<file path="src/inc/sapp_pkg.sv">
// constants shared by the converter control port and its conversion engine
// assumes one 100 MHz clock and a synchronous active-high reset
package sapp_pkg;
   // result, lane and pad widths
   localparam int RES_W = 12;
   localparam int LANE_W = 8;
   localparam int PAD_W = 4;
   // trial mask for the first successive-approximation step
   localparam logic [11:0] RES_MSB_MASK = 12'h800;
   // default length of one conversion in clock cycles, at least RES_W
   localparam int CONV_CYCLES_DEF = 16;
   // reset values
   localparam logic BUSY_N_RST = 1'b1;
   localparam logic [11:0] RESULT_RST = 12'h000;
   localparam logic [7:0] LANE_RST = 8'h00;
   localparam logic [3:0] PAD_LOW = 4'h0;
   // idle levels of the synchronised control pins
   localparam logic CS_N_RST = 1'b1;
   localparam logic RC_RST = 1'b1;
endpackage

</file>
<file path="src/inc/sapp_conv_if.sv">
// signals between the port control and the conversion engine
// assumes both ends run on the same clock
`timescale 1ns/1ps
`default_nettype none
interface sapp_conv_if;
   logic start;
   logic [11:0] sample;
   logic done;
   logic [11:0] result;
   logic running;
   modport ctrl (output start, output sample, input done, input result,
      input running);
   modport eng (input start, input sample, output done, output result,
      output running);
endinterface
`default_nettype wire

</file>
<file path="src/design/sapp_conv.sv">
// successive-approximation engine: holds a sample and resolves it bit by bit
// assumes start is a one-cycle pulse that arrives only while idle
`timescale 1ns/1ps
`default_nettype none
module sapp_conv #(
   parameter int CONV_CYCLES = sapp_pkg::CONV_CYCLES_DEF
) (
   input wire logic clk,
   input wire logic srst,
   sapp_conv_if.eng cif
);
   localparam int CNT_W = $clog2(CONV_CYCLES + 1);
   localparam logic [CNT_W-1:0] CNT_LAST = CNT_W'(CONV_CYCLES - 1);

   typedef enum logic {C_IDLE, C_RUN} sapp_cst_e;
   sapp_cst_e state_q;
   logic [CNT_W-1:0] cnt_q;
   logic [11:0] hold_q;
   logic [11:0] trial_q;
   logic [11:0] test;
   logic done_q;

   ////////////////////////////////////////////////////////////////////////
   // next trial word; the mask runs out after the last bit, so later
   // cycles only pad the conversion to its full length
   assign test = trial_q | (sapp_pkg::RES_MSB_MASK >> cnt_q);

   always_ff @(posedge clk) begin
      if (srst) begin
         state_q <= C_IDLE;
         cnt_q <= '0;
         hold_q <= sapp_pkg::RESULT_RST;
         trial_q <= sapp_pkg::RESULT_RST;
         done_q <= 1'b0;
      end else begin
         done_q <= 1'b0;
         unique case (state_q)
            C_IDLE: begin
               if (cif.start) begin
                  hold_q <= cif.sample; // sample goes into hold here
                  trial_q <= '0;
                  cnt_q <= '0;
                  state_q <= C_RUN;
               end
            end
            C_RUN: begin
               if (test <= hold_q) begin
                  trial_q <= test;
               end
               cnt_q <= cnt_q + 1'b1;
               if (cnt_q == CNT_LAST) begin
                  done_q <= 1'b1;
                  state_q <= C_IDLE;
               end
            end
         endcase
      end
   end

   assign cif.done = done_q;
   assign cif.result = trial_q;
   assign cif.running = (state_q == C_RUN);
endmodule
`default_nettype wire

</file>
<file path="src/design/sapp_top.sv">
// parallel read port and conversion control of a 12-bit sampling converter
// assumes host pins are asynchronous and that three-state buffers sit
// outside, driven by the output enable below
`timescale 1ns/1ps
`default_nettype none
module sapp_top #(
   parameter int CONV_CYCLES = sapp_pkg::CONV_CYCLES_DEF
) (
   input wire logic I_CLK,
   input wire logic I_SRST,
   input wire logic I_CS_N,
   input wire logic I_RC,
   input wire logic I_BYTE,
   input wire logic [11:0] I_SAMPLE,
   output logic O_BUSY_N,
   output logic [11:0] O_RESULT,
   output logic [7:0] O_BYTE_LANE,
   output logic O_DATA_OE,
   output logic [3:0] O_ZERO_PAD_OUT
);
   localparam int SW = 15;

   sapp_conv_if cif ();

   logic [SW-1:0] meta_q;
   logic [SW-1:0] sync_q;
   logic cs_s;
   logic rc_s;
   logic byte_s;
   logic [11:0] sample_s;
   logic req_lvl;
   logic start_q;
   logic busy_n_q;
   logic [11:0] result_q;
   logic [7:0] lane_q;
   logic oe_q;
   logic [3:0] pad_q;

   ////////////////////////////////////////////////////////////////////////
   // pin synchronisers; the sample word is not gray coded, so it must be
   // steady for two clocks around a start or a torn code may be held
   always_ff @(posedge I_CLK) begin
      if (I_SRST) begin
         meta_q <= {sapp_pkg::CS_N_RST, sapp_pkg::RC_RST, 13'h0000};
         sync_q <= {sapp_pkg::CS_N_RST, sapp_pkg::RC_RST, 13'h0000};
      end else begin
         meta_q <= {I_CS_N, I_RC, I_BYTE, I_SAMPLE};
         sync_q <= meta_q;
      end
   end

   assign cs_s = sync_q[14];
   assign rc_s = sync_q[13];
   assign byte_s = sync_q[12];
   assign sample_s = sync_q[11:0];

   ////////////////////////////////////////////////////////////////////////
   // ORed active-low request
   // level sensing covers both falling edges and a request still low
   // when busy rises, which restarts at once as the host is warned
   assign req_lvl = ~(cs_s | rc_s);

   always_ff @(posedge I_CLK) begin
      if (I_SRST) begin
         start_q <= 1'b0;
      end else begin
         start_q <= req_lvl & busy_n_q & ~start_q;
      end
   end

   always_ff @(posedge I_CLK) begin
      if (I_SRST) begin
         busy_n_q <= sapp_pkg::BUSY_N_RST;
      end else if (req_lvl & busy_n_q & ~start_q) begin
         busy_n_q <= 1'b0;
      end else if (cif.done) begin
         busy_n_q <= 1'b1;
      end
   end

   assign cif.start = start_q;
   assign cif.sample = sample_s;

   sapp_conv #(
      .CONV_CYCLES(CONV_CYCLES)
   ) u_conv (
      .clk(I_CLK),
      .srst(I_SRST),
      .cif(cif)
   );

   ////////////////////////////////////////////////////////////////////////
   // offset code to two's complement
   always_ff @(posedge I_CLK) begin
      if (I_SRST) begin
         result_q <= sapp_pkg::RESULT_RST;
      end else if (cif.done) begin
         result_q <= {~cif.result[11], cif.result[10:0]};
      end
   end

   always_ff @(posedge I_CLK) begin
      if (I_SRST) begin
         lane_q <= sapp_pkg::LANE_RST;
      end else if (byte_s) begin
         lane_q <= result_q[7:0];
      end else begin
         lane_q <= result_q[11:4];
      end
   end

   always_ff @(posedge I_CLK) begin
      if (I_SRST) begin
         oe_q <= 1'b0;
      end else begin
         oe_q <= ~cs_s & rc_s;
      end
   end

   always_ff @(posedge I_CLK) begin
      if (I_SRST) begin
         pad_q <= sapp_pkg::PAD_LOW;
      end else begin
         pad_q <= sapp_pkg::PAD_LOW;
      end
   end

   assign O_BUSY_N = busy_n_q;
   assign O_RESULT = result_q;
   assign O_BYTE_LANE = lane_q;
   assign O_DATA_OE = oe_q;
   assign O_ZERO_PAD_OUT = pad_q;
endmodule
`default_nettype wire

</file>
<file path="config.mk">
export PLATFORM = sky130hd
export DESIGN_NAME = sapp_top
export DESIGN_NICKNAME = d
export VERILOG_FILES = /design/src/inc/sapp_pkg.sv /design/src/inc/sapp_conv_if.sv /design/src/design/sapp_conv.sv /design/src/design/sapp_top.sv
export SDC_FILE = /design/constraint.sdc
export NUM_CORES = 1
export LEC_CHECK = 0
export ABC_AREA = 1
export BUFFER_PORTS_ARGS = -buffer_cell sky130_fd_sc_hd__buf_4
export CORE_ASPECT_RATIO = 1.2
export CORE_MARGIN = 4
export CORE_UTILIZATION = 55
export CTS_CLUSTER_SIZE = 8
export DETAILED_ROUTE_END_ITERATION = 6
export MAX_ROUTING_LAYER = met4
export PLACE_DENSITY = 0.82
export RECOVER_POWER = 50
export SYNTH_ARGS = -nofsm -noshare
export SYNTH_HDL_FRONTEND = slang
export SYNTH_SLANG_ARGS = --single-unit
</file>
<file path="constraint.sdc">
create_clock -name I_CLK -period 4.8 [get_ports I_CLK]
set_clock_uncertainty 0.2 [all_clocks]
set_input_delay 1.44 -clock I_CLK [delete_from_list [all_inputs] [get_ports I_CLK]]
set_output_delay 1.44 -clock I_CLK [all_outputs]
set_load 0.02 [all_outputs]
</file>
==> flow_summary.toml <==
[pwr]
p_seq_frac = 0.566
ir_drop_mv = 0.228
switching_share = 0.220
internal_power_uw = 986
power_density_nw_per_um2 = 339
power.net_switching_uw = 278
clkPwrFrac = 0.397
power_leakage_nw = 1.65
combinationalPowerShare = 0.038

[timing]
final_hold_viol_count = 0
rsz0062_at_grt = "no"
fmax_mhz = 355
slew_viol_final = 0
fin_ws_ns = 1.98
setup_violations = 0
slew_headroom = 0.644
period_needed_ns = 2.82
fin_crit_sh = 0.588
tightestPinTransition_ns = 0.533
setup-tns-final_ns = 0

[synth]
synthDominantCellAreaShare = 0.511
synth-xor-area-share = 0
synth_compound_area_frac = 0.149
synth_area_sq_um = 3290
ys_ff_latch = 84
synth_top_cells_by_count = "dfxtp_1 (84), nor2_1 (75), inv_1 (56)"
yosysWarnings = 0
yosys.area_share.simple = 0.170
synthCells = 401
async_flop_share = 0
synth.most_common_cell = "dfxtp_1"
yosys.area.top_type = "dfxtp_1"
synth_ff_type = "dfxtp_1"
avgSynthCellArea_sq_um = 8.21
ys_types = 30
synth.area.top_cells = "dfxtp_1 (51%), nor2_1 (8.6%), ha_1 (7.2%)"
synth_mux_area_frac = 0
seq_area_frac_synth = 0.511
synth_edf_count = 0
synth_top_family_by_area = "simple AND/OR/NAND/NOR gates"
synthAdderAreaFrac = 0.0722

[cts]
ctsHoldBuffers = 0
clk_latency_ns = 0.36
clk_pin_slew_worst_paths_ns = 0.09
numCtsBuffers = 9
cts_resized = 0
cts.sinks = 84
cts-root-buf = "clkbuf_8"
clk_path_buf_depth = 2
cts_tree = "yes"
ctsHtreeMaxLevel = 3
post_cts.repair.setup_buffers = 0

[finish]
layoutNonFillerInstCount = 520
final_nets = 471
antenna_cells = 0
multi_input_area_sq_um = 1300
fillers = 533
drive_gt1_frac = 0.132
final-seq-area_sq_um = 1680
syn2layout_area_growth_pct = 13.3

[drt]
drt_pass1_iterations = 4
vias_per_cell = 4.87
routedWlPerCell_um = 11.6
vias = 2530
drcViolationCount = 0
drt_iter0_drc = 89
ant_nets = 0
routed_wl_um = 6050

[floorplan]
die_w_um = 78.6
initial_utilization = 0.573
num_rows = 30
die_y_um = 92.7
dieArea_sq_um = 7290
io_pins = 43
core_area_sq_um = 5740

[global_routing]
first_global_vias = 2332
grt_max_degree = 41
overflow = 0
grt_first_pass_wirelength_um = 10000
grt_use_total = 0.183
antenna_found_initial = 0

[setup_path]
cp-start-kind = "input port"
worstPathRequired_ns = 4.82
end_kind = "flip-flop"
crit_type = "input port to flip-flop"
worstPathMaxFanout = 40
crit_arrival_ns = 2.84

[worst_hold_path]
min_path_type = "flip-flop to flip-flop"

[placed_design]
dp_cells = 504
dp_slack_ns = 1.63
port_buffers = 38
dp_hpwl_um = 4270
place_congestion = 0.851

[outcome]
status = "complete, no violations"

[job]
cap_violations = 0
-- through the flow --
stage / cell area (sq um) / hold WS (ns) / utilization / total power, mW
floorplan: 3300 / 0.188 / - / 0.765
global placement: 3590 / 0.190 / 0.626 / 0.779
detailed placement: 3590 / 0.193 / 0.626 / 0.781
CTS: 3800 / 0.203 / 0.661 / 1.28
global route: 3730 / 0.224 / 0.649 / 1.31
finish: 3730 / 0.198 / 0.649 / 1.26
-- flip-flops by register name (all words and copies together), names as in the netlist --
name / count
u_conv.cif.running: 1
O_BYTE_LANE: 8
cif.start: 1
meta_q: 15
O_BUSY_N: 1
u_conv.cif.done: 1
O_RESULT: 12
O_DATA_OE: 1
sync_q: 15
u_conv.hold_q: 12
u_conv.cif.result: 12
u_conv.cnt_q: 5
-- area by class of cell --
type                            instances  share of cell area
Multi-Input combinational cell        243               0.349
Tap cell                               80              0.0268
Sequential cell                        84               0.451
Clock inverter                          5              0.0161
Inverter                               58              0.0584
Timing Repair Buffer                   39              0.0604
Clock buffer                           11              0.0379
-- critical path: stages --
cell and delay [ns]:
buf_4 0.31, clkinv_1 0.52, buf_4 0.39, o21ai_0 0.10, a21oi_1 0.05
-- final timing paths --
path | start | to | slack (ns) | cells after the start
worst max-delay path | I_SRST | O_RESULT[11] | 1.98 | 5
worst min-delay path | meta_q[3] | sync_q[3] | 0.20 | 2
worst max register to register | u_conv.cnt_q[2] | u_conv.cif.result[8] | 2.12 | 13
worst min register to register | meta_q[3] | sync_q[3] | 0.20 | 2
-- placed cells by master (no fill, tap or decap) --
| master | instances |
|---|---|
| dfxtp_1 | 84 |
| nor2_1 | 75 |
| inv_1 | 56 |
| nand2_1 | 49 |
| o21ai_0 | 34 |
| buf_4 | 21 |
| a21oi_1 | 20 |
| ha_1 | 19 |
| clkbuf_1 | 19 |
| clkbuf_8 | 10 |
| o21bai_1 | 9 |
| a21oi_2 | 9 |
| or2_2 | 5 |
| conb_1 | 4 |
| nand4_1 | 3 |
| nor3_1 | 3 |
| a31o_2 | 2 |
| nand2_2 | 2 |
| nand3_1 | 2 |
| o32ai_1 | 2 |
| nor2_2 | 1 |
| a21o_2 | 1 |
| inv_2 | 1 |
| clkinv_1 | 1 |
| o22ai_1 | 1 |
| a22oi_1 | 1 |
| a21oi_4 | 1 |
| clkinvlp_4 | 1 |
| inv_6 | 1 |
| bufinv_16 | 1 |
| clkinv_4 | 1 |
| clkinv_2 | 1 |
-- power by group through the flow --
stage               Sequential, mW  Clock, mW  Combinational, mW
finish                       0.715      0.501             0.0475
global route                 0.717      0.538             0.0542
CTS                          0.715      0.511             0.0497
detailed placement           0.732          0             0.0493
global placement             0.731          0             0.0479
floorplan                    0.733          0             0.0316
-- kinds of logic (layout without fill, tap and decap cells) --
kind of cell / Yosys count / after routing
other: 1 / 4
flip-flops: 84 / 84
adder cells (fa/ha/maj): 19 / 19
buffers and inverters: 77 / 113
AND/OR/NAND/NOR: 140 / 140
AO/OA/AOI/OAI: 80 / 80
-- metal layers --
metal	GRT usage	share of wire
met1	0.181	0.41
met2	0.330	0.51
met3	0.0486	0.050
met4	0.0875	0.030
met5	-	0
Power figures use the tool's default switching activity.
